--- src/pmc_cfg.svh ---
// Constants of the power-mode clock controller.
// Assumes inclusion by bare name from cpu_clk_divider and power_mode_clock_control.
`ifndef PMC_CFG_SVH
`define PMC_CFG_SVH

// ----------------------------------------
// CPU divider field codes
// ----------------------------------------
`define PMC_DIV_1         2'h0
`define PMC_DIV_2         2'h1
`define PMC_DIV_4         2'h2
`define PMC_DIV_16        2'h3
`define PMC_MASK_1        4'h0
`define PMC_MASK_2        4'h1
`define PMC_MASK_4        4'h3
`define PMC_MASK_8        4'h7
`define PMC_MASK_16       4'hf

// ----------------------------------------
// Clock output selection codes
// ----------------------------------------
`define PMC_CKO_PORT      2'h0
`define PMC_CKO_SUB       2'h1
`define PMC_CKO_F8        2'h2
`define PMC_CKO_F32       2'h3

// ----------------------------------------
// Prescaler taps and reset values
// ----------------------------------------
`define PMC_F8_BIT        2
`define PMC_F32_BIT       4
`define PMC_DIV8_RST      1'h1
`define PMC_DRIVE_RST     1'h1

`endif

--- src/pmc_pkg.sv ---
// Types shared by the power-mode clock controller files.
// Assumes nothing of its surroundings.
package pmc_pkg;

	// ----------------------------------------
	// Decoded operating mode
	// ----------------------------------------
	typedef enum logic [2:0] {
		MODE_PLL,
		MODE_HIGH,
		MODE_MEDIUM,
		MODE_LOW,
		MODE_LOW_POWER,
		MODE_ONCHIP,
		MODE_ONCHIP_LP,
		MODE_ILLEGAL
	} mode_type;

	// ----------------------------------------
	// Power state
	// ----------------------------------------
	typedef enum logic [1:0] {
		PS_RUN,
		PS_WAIT,
		PS_STOP
	} power_type;

endpackage

--- src/cpu_clk_divider.sv ---
// CPU clock enable divider: one pulse per 1, 2, 4, 8 or 16 cycles.
// Assumes one clock; run low freezes the count.
`timescale 1ns/10ps
`include "pmc_cfg.svh"

module cpu_clk_divider (
	// Clock and reset
	input  wire logic       clk,
	input  wire logic       rst_b,
	// Control
	input  wire logic       run,
	input  wire logic       div8,
	input  wire logic [1:0] field,
	// Enable out
	output logic            pulse
);

	logic [3:0] count_reg;
	logic [3:0] mask;

	// ----------------------------------------
	// Ratio decode
	// ----------------------------------------
	function automatic logic [3:0] div_mask(input logic d8,
		input logic [1:0] f);
		if (d8) begin
			return `PMC_MASK_8;
		end
		unique case (f)
			`PMC_DIV_1:  return `PMC_MASK_1;
			`PMC_DIV_2:  return `PMC_MASK_2;
			`PMC_DIV_4:  return `PMC_MASK_4;
			`PMC_DIV_16: return `PMC_MASK_16;
		endcase
	endfunction

	assign mask  = div_mask(div8, field);
	assign pulse = run && ((count_reg & mask) == mask);

	always_ff @(posedge clk or negedge rst_b) begin
		if (!rst_b) begin
			count_reg <= 4'h0;
		end else if (run) begin
			count_reg <= count_reg + 4'h1;
		end
	end

endmodule

--- src/power_mode_clock_control.sv ---
// Power-mode clock controller: mode decode, CPU and peripheral clock
// enables, wait and stop handling, sleep pin states.
// Assumes the CPU, interrupt sources and bus logic share CLOCK; the sub
// clock level arrives from a pin and is synchronised here.
//
// Behaviour
// [RL1] Mode decoded from clock selection bits
// [RL2] CPU divide 1,2,4,16 by field; 8 forced
// [RL3] Main off in low-speed forces divide-by-8
// [RL4] Wait gates CPU; watchdog may use ring
// [RL5] Oscillators keep running during wait
// [RL6] Gate bit stops peripheral clocks in wait
// [RL7] Wait entered only by wait instruction
// [RL8] Software leaves PLL selection before wait
// [RL9] Wait holds bus lines, strobes high
// [RL10] Wait clock output per selection and gate
// [RL11] Wait ends on reset, NMI, LVD, peripheral
// [RL12] Software zeroes priorities for non-peripheral wake
// [RL13] Gate bit limits wake to external clocks
// [RL14] Converter and timer wake conditions
// [RL15] Software orders priorities, I flag, start
// [RL16] Interrupt starts once CPU clock returns
// [RL17] Wait wake keeps source and divider
// [RL18] Stop halts every oscillator and clock
// [RL19] Stop exit sources and their conditions
// [RL20] Stop write forces divide-8, drive high
// [RL21] Software clears fail detect before stop
// [RL22] Software leaves PLL before stop
// [RL23] Stop pin states for bus, clock out
// [RL24] Stop wake: sub clock or source/8
// [RL25] Decoded current mode is exposed
`timescale 1ns/10ps
`include "pmc_cfg.svh"

module power_mode_clock_control (
	// Clock and reset
	input  wire logic             CLOCK,
	input  wire logic             RST_B,
	// Configuration write
	input  wire logic             CFG_WR,
	input  wire logic             OSC_SOURCE_SEL,
	input  wire logic             PLL_CPU_SEL,
	input  wire logic [1:0]       CPU_DIV_FIELD,
	input  wire logic             SUBCLK_CPU_SEL,
	input  wire logic             DIV8_WR,
	input  wire logic             MAINOSC_OFF,
	input  wire logic             SUBOSC_ON,
	input  wire logic             PERIPH_CLK_GATE_WAIT,
	input  wire logic             MAINOSC_DRIVE_WR,
	input  wire logic             WDT_RING_SRC,
	input  wire logic [1:0]       CLOCK_OUT_PIN_SEL,
	// CPU events
	input  wire logic             ALL_CLK_STOP_WR,
	input  wire logic             WAIT_EXEC,
	// Wake sources
	input  wire logic             NMI_IRQ,
	input  wire logic             LVD_IRQ,
	input  wire logic             KEY_IRQ,
	input  wire logic             PIN_IRQ,
	input  wire logic             SER_IRQ,
	input  wire logic             SER_EXT_CLK,
	input  wire logic             TMR_IRQ,
	input  wire logic             TMR_EVENT_MODE,
	input  wire logic             TMR_SUB_SRC,
	input  wire logic             TMR_EXT_PULSE,
	input  wire logic             CONV_IRQ,
	input  wire logic             CONV_SINGLE,
	// Sub clock pin
	input  wire logic             SUB_CLK_PIN,
	// Bus side from CPU
	input  wire logic             BUS_ACTIVE,
	input  wire logic [19:0]      ADDR_IN,
	input  wire logic [15:0]      DATA_IN,
	input  wire logic [3:0]       CS_B_IN,
	input  wire logic             BYTE_HIGH_IN,
	input  wire logic             READ_B_IN,
	input  wire logic             WRITE_LOW_IN,
	input  wire logic             WRITE_HIGH_IN,
	input  wire logic             HOLD_ACK_IN,
	input  wire logic             BUS_CLK_IN,
	input  wire logic             ALE_IN,
	// Mode and status
	output pmc_pkg::mode_type     MODE,
	output pmc_pkg::power_type    POWER_STATE,
	output logic                  DIV8_FORCE,
	output logic                  MAINOSC_DRIVE_HIGH,
	output logic                  WAKE_ACK,
	// Clock enables and oscillator controls
	output logic                  CPU_CLK_EN,
	output logic                  WDT_CLK_EN,
	output logic                  PERIPH_CLK_EN,
	output logic                  CONVERTER_CLK_EN,
	output logic                  SUB_DIV32_CLK_EN,
	output logic                  MAIN_OSC_RUN,
	output logic                  SUB_OSC_RUN,
	output logic                  RING_OSC_RUN,
	// Pins
	output logic [19:0]           ADDR_OUT,
	output logic [15:0]           DATA_OUT,
	output logic [3:0]            CS_B_OUT,
	output logic                  BYTE_HIGH_OUT,
	output logic                  READ_B_OUT,
	output logic                  WRITE_LOW_OUT,
	output logic                  WRITE_HIGH_OUT,
	output logic                  HOLD_ACK_OUT,
	output logic                  BUS_CLK_OUT,
	output logic                  ALE_OUT,
	output logic                  CLOCK_OUT_PIN
);

	// ----------------------------------------
	// Declarations
	// ----------------------------------------
	logic                 osc_source_sel_reg;
	logic                 pll_cpu_sel_reg;
	logic [1:0]           cpu_div_field_reg;
	logic                 subclk_cpu_sel_reg;
	logic                 div8_force_reg;
	logic                 mainosc_off_reg;
	logic                 subosc_on_reg;
	logic                 gate_reg;
	logic                 drive_high_reg;
	pmc_pkg::power_type   state_reg;
	pmc_pkg::mode_type    mode;
	logic [2:0]           sub_sync_reg;
	logic                 sub_rise;
	logic                 in_run;
	logic                 in_wait;
	logic                 in_stop;
	logic                 wake;
	logic                 div_pulse;
	logic                 periph_run;
	logic [4:0]           presc_reg;
	logic                 cko_reg;
	logic [19:0]          addr_reg;
	logic [15:0]          data_reg;
	logic [3:0]           cs_reg;
	logic                 bhe_reg;

	assign in_run  = (state_reg == pmc_pkg::PS_RUN);
	assign in_wait = (state_reg == pmc_pkg::PS_WAIT);
	assign in_stop = (state_reg == pmc_pkg::PS_STOP);

	// ----------------------------------------
	// Mode decode
	// ----------------------------------------
	always_comb begin
		mode = pmc_pkg::MODE_ILLEGAL;
		if (subclk_cpu_sel_reg && subosc_on_reg && !pll_cpu_sel_reg) begin
			mode = mainosc_off_reg ? pmc_pkg::MODE_LOW_POWER
				: pmc_pkg::MODE_LOW;                            // [RL1]
		end else if (!subclk_cpu_sel_reg && osc_source_sel_reg
			&& !pll_cpu_sel_reg) begin
			mode = mainosc_off_reg ? pmc_pkg::MODE_ONCHIP_LP
				: pmc_pkg::MODE_ONCHIP;                         // [RL1]
		end else if (!subclk_cpu_sel_reg && !mainosc_off_reg) begin
			if (pll_cpu_sel_reg) begin
				mode = pmc_pkg::MODE_PLL;                       // [RL1]
			end else if (!div8_force_reg
				&& cpu_div_field_reg == `PMC_DIV_1) begin
				mode = pmc_pkg::MODE_HIGH;                      // [RL1]
			end else begin
				mode = pmc_pkg::MODE_MEDIUM;                    // [RL1]
			end
		end
	end

	assign MODE = mode;                                         // [RL25]

	// ----------------------------------------
	// Selection bits
	// ----------------------------------------
	always_ff @(posedge CLOCK or negedge RST_B) begin
		if (!RST_B) begin
			osc_source_sel_reg <= 1'h0;
			pll_cpu_sel_reg    <= 1'h0;
			cpu_div_field_reg  <= `PMC_DIV_1;
			subclk_cpu_sel_reg <= 1'h0;
			mainosc_off_reg    <= 1'h0;
			subosc_on_reg      <= 1'h0;
			gate_reg           <= 1'h0;
		end else if (CFG_WR && in_run) begin
			osc_source_sel_reg <= OSC_SOURCE_SEL;
			pll_cpu_sel_reg    <= PLL_CPU_SEL;
			cpu_div_field_reg  <= CPU_DIV_FIELD;
			subclk_cpu_sel_reg <= SUBCLK_CPU_SEL;
			mainosc_off_reg    <= MAINOSC_OFF;
			subosc_on_reg      <= SUBOSC_ON;
			gate_reg           <= PERIPH_CLK_GATE_WAIT;
		end
	end

	// Forced bits: hardware set wins over a software write
	always_ff @(posedge CLOCK or negedge RST_B) begin
		if (!RST_B) begin
			div8_force_reg <= `PMC_DIV8_RST;
		end else if (in_run && ALL_CLK_STOP_WR) begin
			div8_force_reg <= 1'h1;                      // [RL20] [RL24]
		end else if (CFG_WR && in_run && MAINOSC_OFF
			&& mode == pmc_pkg::MODE_LOW) begin
			div8_force_reg <= 1'h1;                             // [RL3]
		end else if (CFG_WR && in_run
			&& mode != pmc_pkg::MODE_LOW_POWER) begin
			div8_force_reg <= DIV8_WR;
		end
	end

	always_ff @(posedge CLOCK or negedge RST_B) begin
		if (!RST_B) begin
			drive_high_reg <= `PMC_DRIVE_RST;
		end else if (in_run && ALL_CLK_STOP_WR) begin
			drive_high_reg <= 1'h1;                             // [RL20]
		end else if (CFG_WR && in_run) begin
			drive_high_reg <= MAINOSC_DRIVE_WR;
		end
	end

	assign DIV8_FORCE         = div8_force_reg;
	assign MAINOSC_DRIVE_HIGH = drive_high_reg;

	// ----------------------------------------
	// Power state
	// ----------------------------------------
	wake_qualify u_wake (
		.in_wait        (in_wait),
		.in_stop        (in_stop),
		.gate_wait      (gate_reg),
		.nmi_irq        (NMI_IRQ),
		.lvd_irq        (LVD_IRQ),
		.key_irq        (KEY_IRQ),
		.pin_irq        (PIN_IRQ),
		.ser_irq        (SER_IRQ),
		.ser_ext_clk    (SER_EXT_CLK),
		.tmr_irq        (TMR_IRQ),
		.tmr_event_mode (TMR_EVENT_MODE),
		.tmr_sub_src    (TMR_SUB_SRC),
		.tmr_ext_pulse  (TMR_EXT_PULSE),
		.conv_irq       (CONV_IRQ),
		.conv_single    (CONV_SINGLE),
		.wake           (wake)
	);

	always_ff @(posedge CLOCK or negedge RST_B) begin
		if (!RST_B) begin
			state_reg <= pmc_pkg::PS_RUN;
		end else begin
			unique case (state_reg)
				pmc_pkg::PS_RUN: begin
					if (ALL_CLK_STOP_WR) begin
						state_reg <= pmc_pkg::PS_STOP;          // [RL20]
					end else if (WAIT_EXEC) begin
						state_reg <= pmc_pkg::PS_WAIT;          // [RL7]
					end
				end
				pmc_pkg::PS_WAIT, pmc_pkg::PS_STOP: begin
					if (wake) begin
						state_reg <= pmc_pkg::PS_RUN;           // [RL11]
					end
				end
				default: state_reg <= pmc_pkg::PS_RUN;
			endcase
		end
	end

	assign POWER_STATE = state_reg;
	assign WAKE_ACK    = wake;                                  // [RL16]

	// ----------------------------------------
	// Sub clock sync and CPU clock
	// ----------------------------------------
	always_ff @(posedge CLOCK or negedge RST_B) begin
		if (!RST_B) begin
			sub_sync_reg <= 3'h0;
		end else begin
			sub_sync_reg <= {sub_sync_reg[1:0], SUB_CLK_PIN};
		end
	end

	assign sub_rise = sub_sync_reg[1] && !sub_sync_reg[2] && subosc_on_reg;

	cpu_clk_divider u_div (
		.clk   (CLOCK),
		.rst_b (RST_B),
		.run   (in_run),                                        // [RL4]
		.div8  (div8_force_reg),                                // [RL2]
		.field (cpu_div_field_reg),                             // [RL2]
		.pulse (div_pulse)
	);

	// Source and divider untouched in sleep, so wake resumes them
	assign CPU_CLK_EN = in_run
		&& (subclk_cpu_sel_reg ? sub_rise : div_pulse);         // [RL17]
	assign WDT_CLK_EN = in_run ? CPU_CLK_EN
		: (in_wait && WDT_RING_SRC);                            // [RL4]

	// ----------------------------------------
	// Oscillators and peripheral clocks
	// ----------------------------------------
	assign MAIN_OSC_RUN = !mainosc_off_reg && !in_stop;         // [RL5]
	assign SUB_OSC_RUN  = subosc_on_reg && !in_stop;            // [RL18]
	assign RING_OSC_RUN = (osc_source_sel_reg || WDT_RING_SRC)
		&& !in_stop;                                            // [RL5]

	assign periph_run = !in_stop && !(in_wait && gate_reg)
		&& mode != pmc_pkg::MODE_LOW_POWER
		&& mode != pmc_pkg::MODE_ONCHIP_LP;                     // [RL6]
	assign PERIPH_CLK_EN    = periph_run;                       // [RL6]
	assign CONVERTER_CLK_EN = periph_run;                       // [RL6]
	assign SUB_DIV32_CLK_EN = sub_rise && !in_stop;             // [RL18]

	always_ff @(posedge CLOCK or negedge RST_B) begin
		if (!RST_B) begin
			presc_reg <= 5'h00;
		end else if (periph_run) begin
			presc_reg <= presc_reg + 5'h01;
		end
	end

	// ----------------------------------------
	// Clock output pin
	// ----------------------------------------
	always_ff @(posedge CLOCK or negedge RST_B) begin
		if (!RST_B) begin
			cko_reg <= 1'h0;
		end else if (BUS_ACTIVE) begin
			cko_reg <= 1'h0;
		end else if (!CLOCK_OUT_PIN_SEL[1] || periph_run) begin
			// Prescaler taps keep their last level while frozen
			unique case (CLOCK_OUT_PIN_SEL)
				`PMC_CKO_PORT: cko_reg <= 1'h0;
				`PMC_CKO_SUB:  cko_reg <= in_stop ? 1'h1
					: sub_sync_reg[1];                          // [RL10]
				`PMC_CKO_F8:   cko_reg <= presc_reg[`PMC_F8_BIT];  // [RL23]
				`PMC_CKO_F32:  cko_reg <= presc_reg[`PMC_F32_BIT]; // [RL10]
			endcase
		end
	end

	assign CLOCK_OUT_PIN = cko_reg;

	// ----------------------------------------
	// Bus pins during sleep
	// ----------------------------------------
	always_ff @(posedge CLOCK or negedge RST_B) begin
		if (!RST_B) begin
			addr_reg <= 20'h00000;
			data_reg <= 16'h0000;
			cs_reg   <= 4'hf;
			bhe_reg  <= 1'h1;
		end else if (in_run) begin
			addr_reg <= ADDR_IN;
			data_reg <= DATA_IN;
			cs_reg   <= CS_B_IN;
			bhe_reg  <= BYTE_HIGH_IN;
		end
	end

	assign ADDR_OUT       = addr_reg;                           // [RL9]
	assign DATA_OUT       = data_reg;
	assign CS_B_OUT       = cs_reg;
	assign BYTE_HIGH_OUT  = bhe_reg;
	assign READ_B_OUT     = in_run ? READ_B_IN : 1'h1;          // [RL9]
	assign WRITE_LOW_OUT  = in_run ? WRITE_LOW_IN : 1'h1;       // [RL23]
	assign WRITE_HIGH_OUT = in_run ? WRITE_HIGH_IN : 1'h1;
	assign HOLD_ACK_OUT   = in_run ? HOLD_ACK_IN : 1'h1;
	assign BUS_CLK_OUT    = in_run ? BUS_CLK_IN : 1'h1;
	assign ALE_OUT        = in_run && ALE_IN;                   // [RL9]
endmodule

--- src/wake_qualify.sv ---
// Wake qualification for wait and stop states.
// Assumes peripheral requests arrive only when their priority is nonzero.
`timescale 1ns/10ps

module wake_qualify (
	// State
	input  wire logic in_wait,
	input  wire logic in_stop,
	input  wire logic gate_wait,
	// Sources
	input  wire logic nmi_irq,
	input  wire logic lvd_irq,
	input  wire logic key_irq,
	input  wire logic pin_irq,
	input  wire logic ser_irq,
	input  wire logic ser_ext_clk,
	input  wire logic tmr_irq,
	input  wire logic tmr_event_mode,
	input  wire logic tmr_sub_src,
	input  wire logic tmr_ext_pulse,
	input  wire logic conv_irq,
	input  wire logic conv_single,
	// Result
	output logic      wake
);

	logic always_ok;
	logic wait_ok;
	logic stop_ok;

	assign always_ok = nmi_irq || lvd_irq || key_irq || pin_irq;

	// Gated wait keeps NMI, LVD, key, pin and externally clocked sources
	assign wait_ok = always_ok
		|| (ser_irq && (!gate_wait || ser_ext_clk))             // [RL13]
		|| (conv_irq && conv_single && !gate_wait)              // [RL14]
		|| (tmr_irq && (!gate_wait || tmr_event_mode
			|| tmr_sub_src));                                   // [RL14]

	assign stop_ok = always_ok
		|| (tmr_irq && tmr_event_mode && tmr_ext_pulse)         // [RL19]
		|| (ser_irq && ser_ext_clk);                            // [RL19]

	assign wake = (in_wait && wait_ok) || (in_stop && stop_ok); // [RL11]

endmodule
--- config.mk ---
export PLATFORM = sky130hd
export DESIGN_NAME = power_mode_clock_control
export DESIGN_NICKNAME = d
export VERILOG_FILES = /design/src/pmc_pkg.sv /design/src/cpu_clk_divider.sv /design/src/power_mode_clock_control.sv /design/src/wake_qualify.sv
export VERILOG_INCLUDE_DIRS = /design/src
export SDC_FILE = /design/constraint.sdc
export NUM_CORES = 1
export LEC_CHECK = 0
export BUFFER_PORTS_ARGS = -buffer_cell sky130_fd_sc_hd__buf_2
export CORE_MARGIN = 8
export CORE_UTILIZATION = 46
export CTS_CLUSTER_DIAMETER = 30
export CTS_CLUSTER_SIZE = 10
export DETAILED_ROUTE_END_ITERATION = 10
export PLACE_DENSITY = 0.8
export SYNTH_ARGS = -nofsm -noshare
export SYNTH_HDL_FRONTEND = slang
export SYNTH_SLANG_ARGS = --single-unit
--- constraint.sdc ---
create_clock -name CLOCK -period 2.55 [get_ports CLOCK]
set_clock_uncertainty 0.1 [all_clocks]
set_input_delay 0.51 -clock CLOCK [delete_from_list [all_inputs] [get_ports CLOCK]]
set_output_delay 0.51 -clock CLOCK [all_outputs]
set_load 0.01 [all_outputs]
After elaboration in Yosys (flattened, before gate mapping):

Index checks and enable logic that the tools add are counted.

* bits in registers: 66
* output and inout bits: 64
* bits of input ports: 79
* word-level logic and storage cells: 131

* bitwise operators: 1
* reduce and logical (&&, ||, !) cells: 65
* muxes and demuxes: 31
* eq/ne operators: 14
* $add $sub $neg: 2

Operator list (number)
* 1-bit logical AND: 34
* 1-bit 2-to-1 mux: 16
* 4-bit case mux with 4 select lines: 1
* 1-bit logical OR: 14
* 2-bit 2-to-1 mux: 6
* 3-bit 2-to-1 mux: 4
* 2-bit == test (second input constant): 5
* 1-bit zero test: 9
* 3-bit != test (second input constant): 3
* 4-bit 2-to-1 mux: 2
* 2-bit by 1-bit == test with 1-bit output (second input constant): 3
* 2-bit zero test: 3
* 5-bit by 1-bit adder with 5-bit output (second input constant): 1
* 4-bit by 1-bit adder with 4-bit output (second input constant): 1
* 4-bit AND: 1
* 4-bit == test: 1
* 1-bit case mux with 4 select lines: 1
* 2-bit case mux with 2 select lines: 1
* 2-bit nonzero test: 2
* 3-bit by 2-bit == test with 1-bit output (second input constant): 1
* 3-bit nonzero test: 1
* 2-bit != test (second input constant): 1
* 2-bit AND reduction: 1
* 2-bit OR reduction: 1

Depth between registers and ports, before layout:

Gate-level depths: netlist of run 1.

* depth after elaboration: 13
* depth in mapped cells: 7
* gate-level depth less buffers: 6

Modules after synthesis:

Synthesis of run 1 repeated with hierarchy kept, for this count alone.

* cells, all modules: 219
* area total of the unflattened synthesis: 2957.8 µm²

By module, submodules not included
* power_mode_clock_control: seq. area each 1560.2 µm², area each 2698.8 µm², instances 1, cells an instance 192
* cpu_clk_divider: seq. area each 100.1 µm², area each 197.7 µm², instances 1, cells an instance 18
* wake_qualify: seq. area each 0.0 µm², area each 61.3 µm², instances 1, cells an instance 9

Least setup slack after synthesis of run 1:

Ideal clock, no wire load.

* path kind: reg-to-output
* start point: reg state_reg[0] (netlist: POWER_STATE[0])
* end point: out CPU_CLK_EN
* arrival time: 1.771 ns
* cell stages (with the launch flop): 7
* data required time: 1.940 ns
* setup slack: 0.169 ns
* cell sequence: dfrtp_1 -> inv_1 -> ha_1 -> clkbuf_1 -> clkbuf_1 -> buf_1 -> a21boi_0

* cells in the longest elaborated chain, start to end: 4

RTL lines
* start, declared: line power_mode_clock_control.sv:123 `pmc_pkg::power_type state_reg;`
* start signal, assigned: line power_mode_clock_control.sv:245 `state_reg <= pmc_pkg::PS_RUN;`
* start signal, assigned: line power_mode_clock_control.sv:250 `state_reg <= pmc_pkg::PS_STOP;`
* start signal, assigned: line power_mode_clock_control.sv:252 `state_reg <= pmc_pkg::PS_WAIT;`
* 2-bit zero test *: line power_mode_clock_control.sv:140 `assign in_run = (state_reg == pmc_pkg::PS_RUN);`
* 1-bit logical AND: line cpu_clk_divider.sv:38 `assign pulse = run && ((count_reg & mask) == mask);`
* 1-bit 2-to-1 mux: line power_mode_clock_control.sv:292 `&& (subclk_cpu_sel_reg ? sub_rise : div_pulse);`
* 1-bit logical AND *: line power_mode_clock_control.sv:292
* end, declared: line power_mode_clock_control.sv:89 `output logic CPU_CLK_EN,`

Mark *: on every way between the ends. The rest lies on a longest branch, timed or not.

Final worst setup path of run 1:

* start point: reg div8_force_reg (netlist: DIV8_FORCE)
* end point: out CPU_CLK_EN

* cells in the longest elaborated chain, start to end: 7

RTL lines
* start, declared: line power_mode_clock_control.sv:118 `logic div8_force_reg;`
* start signal, assigned: line power_mode_clock_control.sv:196 `` div8_force_reg <= `PMC_DIV8_RST; ``
* 1-bit 2-to-1 mux *: line cpu_clk_divider.sv:26 `if (d8) begin`
* 4-bit 2-to-1 mux *: line cpu_clk_divider.sv:29 `unique case (f)`
* 4-bit AND: line cpu_clk_divider.sv:38
* 4-bit == test *: line cpu_clk_divider.sv:38
* 1-bit logical AND *: line cpu_clk_divider.sv:38
* 1-bit 2-to-1 mux *: line power_mode_clock_control.sv:292
* 1-bit logical AND *: line power_mode_clock_control.sv:292

Marked as above.

==> results.toml, run 1 <==
[outcome]
outcome = "complete, no violations"

[flow_run]
drv_cap = 0

[sta]
fin_crit_ns = 2.37
post-route-period-util_pct = 93.0
worst_slew_pin_slew_ns = 0.570
slew_headroom_pct = 62.0
slew_violations = 0
setup_violations = 0
setup_ws_ns = 0.179
fmax_ghz = 0.422
hold_viol = 0
finalSetupTns_ns = 0
rsz0062_at_grt = "no"

[layout]
nFillCells = 504
final_cell_area_sq_um = 3900
largest_reg_flops = 20
final_cell_mix = "142 x buf_2, 59 x dfrtp_1, 51 x mux2_2"
nNetsFinal = 448
syn2layout_area_growth_pct = 33.8
antennaDiodeCount = 0
layout_commonest_cell = "buf_2"
utilization_pct = 62.6
drive_above_1_share_pct = 60.7
fin_cells = 446

[grt]
antenna_found_initial = 2
grt-ovfl-total = 0
first_global_vias = 2484
grt_max_degree = 43
grt_usage_pct = 15.7
grt_pass1_wl_um = 11200

[synthesis]
yosysWarningCount = 0
syn_area_sq_um = 2920
synth_nets = 302
postSynthCellCount = 218
ys_types = 42
syn_area_per_cell_sq_um = 13.4
yosysSeqAreaShare_pct = 56.9
ys_seq_elements = 66

[place]
dpl.hpwl_um = 5570
port_buffers = 142
place_ws_ns = 0.214
numPlacedInstances = 430
dpl-instance-area_sq_um = 3720
gp_congestion = 0.773

[clocking]
cts_resized = 0
clk_path_buf_depth = 2
cts.htree.levels = 3
cts_buffers = 9
clk_pin_slew_ns = 0.07
clock-root-buffer = "clkbuf_8"
cts_setup_buffers = 0
clock_latency_ns = 0.33
cts_tree = "built"
hold_buffers = 0
clock_sinks = 66

[die]
start_util_pct = 46.7
dieHeight_um = 95.6
io_pins = 143
rows = 29
die_area_sq_um = 9140
die_x_um = 95.6
core-area_sq_um = 6240

[detailed_routing]
drc = 0
drt_iter0_drc = 85
drt.antenna.violating_nets = 0
routed_wl_um = 7160
via_per_inst = 5.15
vias = 2296
drtPass1Iterations = 4
wl_per_cell_um = 16.0

[critical_path]
cp_max_fo = 6
slowest_delay_ns = 0.57
path_delay_family = "compound AO/OA/AOI/OAI gates"
arrival_ns = 1.76
crit_type = "reg -> out"
endpoint_kind = "primary output"
path_cells = "o21a_1, o21ai_0, a211o_1, a21boi_0, buf_2"
worstPathRequired_ns = 1.94
cp_num_buf_inv = 1
start_kind = "flip-flop"
crit_slowest_cell = "dfstp_2"

[pwr]
p_per_area_nw_per_um2 = 1300
leakage_nw = 1.88
ir_worst_vdd_mv = 0.864

[hold_path]
hp-class = "in -> async"
-- report_power, final --
part | switching [mW] | internal, mW | total (mW)
logic | 1.14 | 1.20 | 2.34
registers | 0.344 | 1.60 | 1.95
clock network | 0.368 | 0.432 | 0.800
-- Yosys cell counts --
master | count | area, sq um
a211o_1 | 2 | 17.5
a21boi_0 | 1 | 7.51
a21oi_1 | 4 | 20.0
a31oi_1 | 1 | 6.26
a41oi_1 | 2 | 17.5
and2_1 | 2 | 12.5
and3_1 | 1 | 6.26
and4_1 | 1 | 8.76
buf_1 | 4 | 15.0
buf_2 | 2 | 10.0
buf_4 | 1 | 7.51
clkbuf_1 | 3 | 11.3
dfrtp_1 | 59 | 1480
dfstp_2 | 7 | 184
ha_1 | 5 | 62.6
inv_1 | 5 | 18.8
mux2_2 | 51 | 574
mux2i_1 | 2 | 20.0
nand2_1 | 6 | 22.5
nand2b_1 | 7 | 43.8
nand3_1 | 2 | 10.0
nand3b_1 | 1 | 7.51
nand4_1 | 3 | 18.8
nand4b_1 | 3 | 26.3
nor2_1 | 8 | 30.0
nor2b_1 | 4 | 25.0
nor3_1 | 3 | 15.0
nor4bb_1 | 1 | 10.0
o211ai_1 | 2 | 15.0
o21a_1 | 3 | 22.5
o21ai_0 | 1 | 5.00
o21bai_1 | 1 | 7.51
o221a_2 | 1 | 11.3
o22a_1 | 3 | 26.3
o22ai_1 | 2 | 12.5
o31ai_2 | 1 | 12.5
o31ai_4 | 1 | 21.3
or2_2 | 1 | 6.26
or3_1 | 3 | 18.8
or4_4 | 1 | 11.3
xnor2_1 | 5 | 43.8
xor2_1 | 2 | 17.5
-- final timing paths --
kind | startpoint | endpoint | slack, ns | depth (start not counted)
min reg2reg | sub_sync_reg[0] | sub_sync_reg[1] | 0.24 | 0
max in group asynchronous | RST_B | MAINOSC_DRIVE_HIGH | 1.60 | 2
max | DIV8_FORCE | CPU_CLK_EN | 0.18 | 5
min | RST_B | DATA_OUT[10] | 0.07 | 1
max reg2reg | POWER_STATE[0] | presc_reg[1] | 0.76 | 5
min in group CLOCK | SUB_CLK_PIN | sub_sync_reg[0] | 0.19 | 1
-- layer usage --
layer,wire length [um],global-route usage [%]
met4,135,7.30
met1,2730,17.8
met3,927,6.85
met2,3340,24.9
met5,18,0
-- worst register-to-register path: cells and delay by family, from the launching register on --
family          cells  cell delay, ns
flops               1            0.40
buf+inv             1            0.08
fa+ha+maj           1            0.32
compound gates      2            0.44
mux                 1            0.35
-- through the flow --
stage,total power [mW],hold WS [ns]
2_1_floorplan,3.46,0.114
3_3_place_gp,4.24,0.234
3_5_place_dp,4.34,0.235
4_1_cts,5.17,0.0696
5_1_grt,5.47,0.0922
6_report,5.09,0.0658
-- cell families (layout without fill, tap and decap cells) --
logic type | count (synthesis) | count (layout) | synth area share, %
DFF | 66 | 66 | 56.9
buffers and inverters | 15 | 166 | 2.15
xor gates and xnor gates | 7 | 7 | 2.10
adders and majority gates | 5 | 5 | 2.15
AOI/OAI and AO/OA | 25 | 25 | 6.95
muxes | 53 | 53 | 20.4
and+or+nand+nor | 47 | 47 | 9.35
-- layout make-up --
class	count	area [sq um]	share of cell area (%)
Sequential cell	66	1660	42.5
Multi-Input combinational cell	137	1200	30.7
Timing Repair Buffer	145	746	19.1
Clock buffer	14	173	4.42
Tap cell	77	96.3	2.47
Inverter	5	18.8	0.481
Clock inverter	2	12.5	0.321
No activity file was read; power rests on OpenSTA's default activity.
==> run 2: changes to the inputs <==
--- a/config.mk
+++ b/config.mk
@@ -13,6 +13,7 @@
 export CTS_CLUSTER_SIZE = 10
 export DETAILED_ROUTE_END_ITERATION = 10
 export PLACE_DENSITY = 0.8
+export REMOVE_ABC_BUFFERS = 1
 export SYNTH_ARGS = -nofsm -noshare
 export SYNTH_HDL_FRONTEND = slang
 export SYNTH_SLANG_ARGS = --single-unit
==> run 2 against run 1 <==
  * Hold slack better by 0.010 ns
  * Critical path type unchanged
  * Die area stayed put
  * Power is 6.2% higher
  * Sequential power hardly changed
==> results.toml, run 2 (same netlist as run 1, synthesis figures left out) <==
[outcome]
outcome = "complete, no violations"

[sta]
finalSetupTns_ns = 0
slew_headroom_pct = 72.2
rsz0062_at_grt = "no"
setup_violations = 0
post-route-period-util_pct = 93.0
fin_crit_ns = 2.37
worst_slew_pin_slew_ns = 0.417
fmax_ghz = 0.422
hold_viol = 0
setup_ws_ns = 0.179
fin_hold_ws_ns = 0.0762
slew_violations = 0

[clocking]
clk_pin_slew_ns = 0.08
clk_path_buf_depth = 2
clock-root-buffer = "clkbuf_8"
cts_setup_buffers = 0
clock_latency_ns = 0.33
cts.htree.levels = 3
cts_buffers = 9
cts_tree = "built"
clock_sinks = 66

[grt]
grt_max_degree = 67
grt-ovfl-total = 0
grt_usage_pct = 16.3
antenna_found_initial = 0
grt_pass1_wl_um = 11500
first_global_vias = 2497

[detailed_routing]
drc = 0
drt.antenna.violating_nets = 0
routed_wl_um = 7370
routed-wl-met2_um = 3700
wl_met1_um = 2790
top_layer_used = "met4"
drtPass1Iterations = 4
route.met3.wl_um = 703
vias = 2236
wl_per_cell_um = 16.5
via_per_inst = 5.00
drt_iter0_drc = 49

[place]
place_ws_ns = 0.220
port_buffers = 142
gp_congestion = 0.763
dpl.hpwl_um = 5730
numPlacedInstances = 431

[critical_path]
arrival_ns = 1.76
endpoint_kind = "primary output"
r2r_slack_ns = 0.72
startpoint = "DIV8_FORCE"
crit_type = "reg -> out"
slowest_delay_ns = 0.58
cp_max_fo = 6
worstPathRequired_ns = 1.94
start_kind = "flip-flop"
path_cells = "o21a_1, o21ai_0, a211o_1, a21boi_0, buf_2"
reg2reg_from = "POWER_STATE[0]"
crit_slowest_cell = "dfstp_2"

[hold_path]
hp-class = "in -> async"

[layout]
syn2layout_area_growth_pct = 36.6
antennaDiodeCount = 0
nFillCells = 497
utilization_pct = 63.8
drive_above_1_share_pct = 61.4
layout_commonest_cell = "buf_2"
largest_reg_flops = 20
fin_cells = 447
nNetsFinal = 449
final_cell_mix = "142 x buf_2, 59 x dfrtp_1, 51 x mux2_2"

[die]
dieHeight_um = 95.6
start_util_pct = 46.7
io_pins = 143
core-area_sq_um = 6240
die_x_um = 95.6
die_area_sq_um = 9140
rows = 29

[pwr]
ir_worst_vdd_mv = 0.742
leakage_nw = 1.91
p_per_area_nw_per_um2 = 1360

[flow_run]
drv_cap = 0
==> run 2: where the power goes <==
part           internal (mW)  leakage (nW)  total, mW  switching (mW)
clock network          0.653         0.113       1.07           0.413
logic                   1.23          1.03       2.39            1.15
registers               1.60         0.766       1.95           0.350
total                   3.49          1.91       5.41            1.92
==> run 2: worst max-delay path: cells and delay by family (launching register included) <==
| family | cells | cell delay, ns |
|---|---|---|
| AO/OA/AOI/OAI | 4 | 0.69 |
| buffers and inverters | 1 | 0.16 |
| flip-flops | 1 | 0.58 |
==> run 2: path summary, 6_finish.rpt <==
path,cells past startpoint,end
max,5,CPU_CLK_EN
min in group CLOCK,1,sub_sync_reg[0]
max reg2reg,4,DATA_OUT[13]
min reg2reg,0,sub_sync_reg[1]
min,2,ADDR_OUT[0]
max in group asynchronous,2,CS_B_OUT[2]
==> run 2: final cells by class <==
cell class,instances,area (sq um),area share (%)
Clock inverter,6,114,2.86
Clock buffer,10,128,3.20
Timing Repair Buffer,146,753,18.9
Multi-Input combinational cell,137,1210,30.4
Sequential cell,66,1660,41.7
Tap cell,77,96.3,2.42
Inverter,5,18.8,0.471
==> run 2: repair_timing <==
action,4_1_cts,5_1_grt
resized for setup,0,3
endpoints found under the setup margin,0,4
hold buffers,0,0
==> run 2: layer usage <==
metal | global-route usage [%] | up-vias
met4 | 8.83 | 0
met5 | 0 | -
met3 | 6.93 | 16
li1 | - | 1073
met2 | 26.2 | 84
met1 | 18.0 | 1063
==> run 2: through the flow <==
step / total power, mW / cell area [sq um]
finish: 5.41 / 3980
global route: 5.77 / 3980
CTS: 5.46 / 3970
detailed placement: 4.37 / 3720
global placement: 4.27 / 3720
floorplan: 3.42 / 2870
==> run 3: changes to the inputs <==
--- a/config.mk
+++ b/config.mk
@@ -14,6 +14,7 @@
 export DETAILED_ROUTE_END_ITERATION = 10
 export PLACE_DENSITY = 0.8
 export REMOVE_ABC_BUFFERS = 1
+export SETUP_SLACK_MARGIN = 0.2
 export SYNTH_ARGS = -nofsm -noshare
 export SYNTH_HDL_FRONTEND = slang
 export SYNTH_SLANG_ARGS = --single-unit
==> run 3 against run 2 <==
  * Hold slack worse by 0.0017 ns
  * Cell area up 1.9%
  * Largest cell class unchanged
  * First-iteration DRC count down 2.0%
  * Critical path depth up 1
  * Clock power about the same
  * Largest power group unchanged
  * Via count up 2.4%
  * Critical endpoint is now WDT_CLK_EN
  * Critical path type unchanged
==> results.toml, run 3 (same netlist as run 1, synthesis figures left out) <==
[critical_path]
cp_num_buf_inv = 2
reg2regPathDepth = 7
cp_num_cells = 6
path_cells = "buf_4, nor3_4, nor2_1, a211o_1, a31oi_1, buf_2"
cp_max_fo = 4
crit_slowest_cell = "dfstp_2"
crit_type = "reg -> out"
path_delay_family = "compound AO/OA/AOI/OAI gates"
worstPathRequired_ns = 1.94
start_kind = "flip-flop"
slowest_delay_ns = 0.39
endpoint_kind = "primary output"
arrival_ns = 1.67

[clocking]
hold_buffers = 0
clock_latency_ns = 0.33
clock-root-buffer = "clkbuf_8"
clk_pin_slew_ns = 0.08
clk_path_buf_depth = 2
cts_buffers = 9
cts_tree = "built"
cts.htree.levels = 3
clock_sinks = 66

[layout]
drive_above_1_share_pct = 62.6
antennaDiodeCount = 0
nFillCells = 492
largest_reg_flops = 20
final_cell_mix = "142 x buf_2, 59 x dfrtp_1, 51 x mux2_2"
final_cell_area_sq_um = 4060
syn2layout_area_growth_pct = 39.2
nNetsFinal = 456
layout_commonest_cell = "buf_2"

[detailed_routing]
wl_per_cell_um = 16.5
drt_iter0_drc = 48
vias = 2289
via_per_inst = 5.04
drt.antenna.violating_nets = 0
drtPass1Iterations = 4
routed_wl_um = 7510
drc = 0

[die]
io_pins = 143
die_x_um = 95.6
rows = 29
start_util_pct = 46.7
core-area_sq_um = 6240
dieHeight_um = 95.6
die_area_sq_um = 9140

[sta]
setup_violations = 0
post-route-period-util_pct = 89.4
fin_crit_ns = 2.28
worst_slew_pin_slew_ns = 0.415
finalSetupTns_ns = 0
slew_headroom_pct = 72.2
slew_violations = 0
rsz0062_at_grt = "yes"
fin_hold_ws_ns = 0.0745
hold_viol = 0
fmax_ghz = 0.439

[place]
gp_congestion = 0.763
port_buffers = 142
dpl.hpwl_um = 5730
dpl-instance-area_sq_um = 3720

[grt]
grt_usage_pct = 16.4
grt-ovfl-total = 0
antenna_found_initial = 0
first_global_vias = 2504
grt_pass1_wl_um = 11500
grt_max_degree = 67

[pwr]
p_per_area_nw_per_um2 = 1360
ir_worst_vdd_mv = 0.745
leakage_nw = 1.95

[hold_path]
hp-class = "in -> async"

[flow_run]
drv_cap = 0

[outcome]
outcome = "complete, no violations"
[run 3: repair_timing]
item / in CTS / in global routing
pin swaps: 0 / 6
setup endpoints to repair: 5 / 8
setup buffers: 2 / 5
gates resized for setup: 4 / 6
[run 3: stage by stage]
stage	total power [mW]	utilization [%]	setup slack, ns	std cells
after global placement	4.27	59.7	0.248	431
after floorplan	3.42	-	-0.509	208
after detailed placement	4.37	59.7	0.220	431
after CTS	5.51	64.1	0.173	449
after global routing	5.91	65.0	0.170	454
final	5.54	65.0	0.270	454
[run 3: metal layers]
metal | wire length, um | vias up | global-route usage, %
li1 | - | 1089 | -
met1 | 2810 | 1097 | 18.2
met2 | 3840 | 88 | 26.3
met3 | 701 | 15 | 6.85
met4 | 163 | 0 | 8.83
met5 | 0 | - | 0
[run 3: final cells by class]
| type | instances | area [sq um] | area share, % |
|---|---|---|---|
| repair buffers | 153 | 806 | 19.9 |
| flip-flops and latches | 66 | 1660 | 40.9 |
| clock inverters | 6 | 114 | 2.81 |
| well taps | 77 | 96.3 | 2.37 |
| multi-input cells | 137 | 1240 | 30.5 |
| clock buffers | 10 | 128 | 3.14 |
| inverters | 5 | 18.8 | 0.462 |
[run 3: worst paths after layout]
check                           startpoint              end  slack [ns]
max                             DIV8_FORCE       WDT_CLK_EN        0.27
min                                  RST_B      ADDR_OUT[0]        0.07
max reg2reg                 POWER_STATE[1]       DIV8_FORCE        0.67
min reg2reg                sub_sync_reg[0]  sub_sync_reg[1]        0.25
max in group asynchronous            RST_B       DIV8_FORCE        1.94
min in group CLOCK             SUB_CLK_PIN  sub_sync_reg[0]        0.18
[run 3: power breakdown]
part	total, mW	switching [mW]	internal, mW
combinational	2.51	1.19	1.32
sequential	1.96	0.355	1.60
clock	1.07	0.413	0.653
total	5.54	1.96	3.58
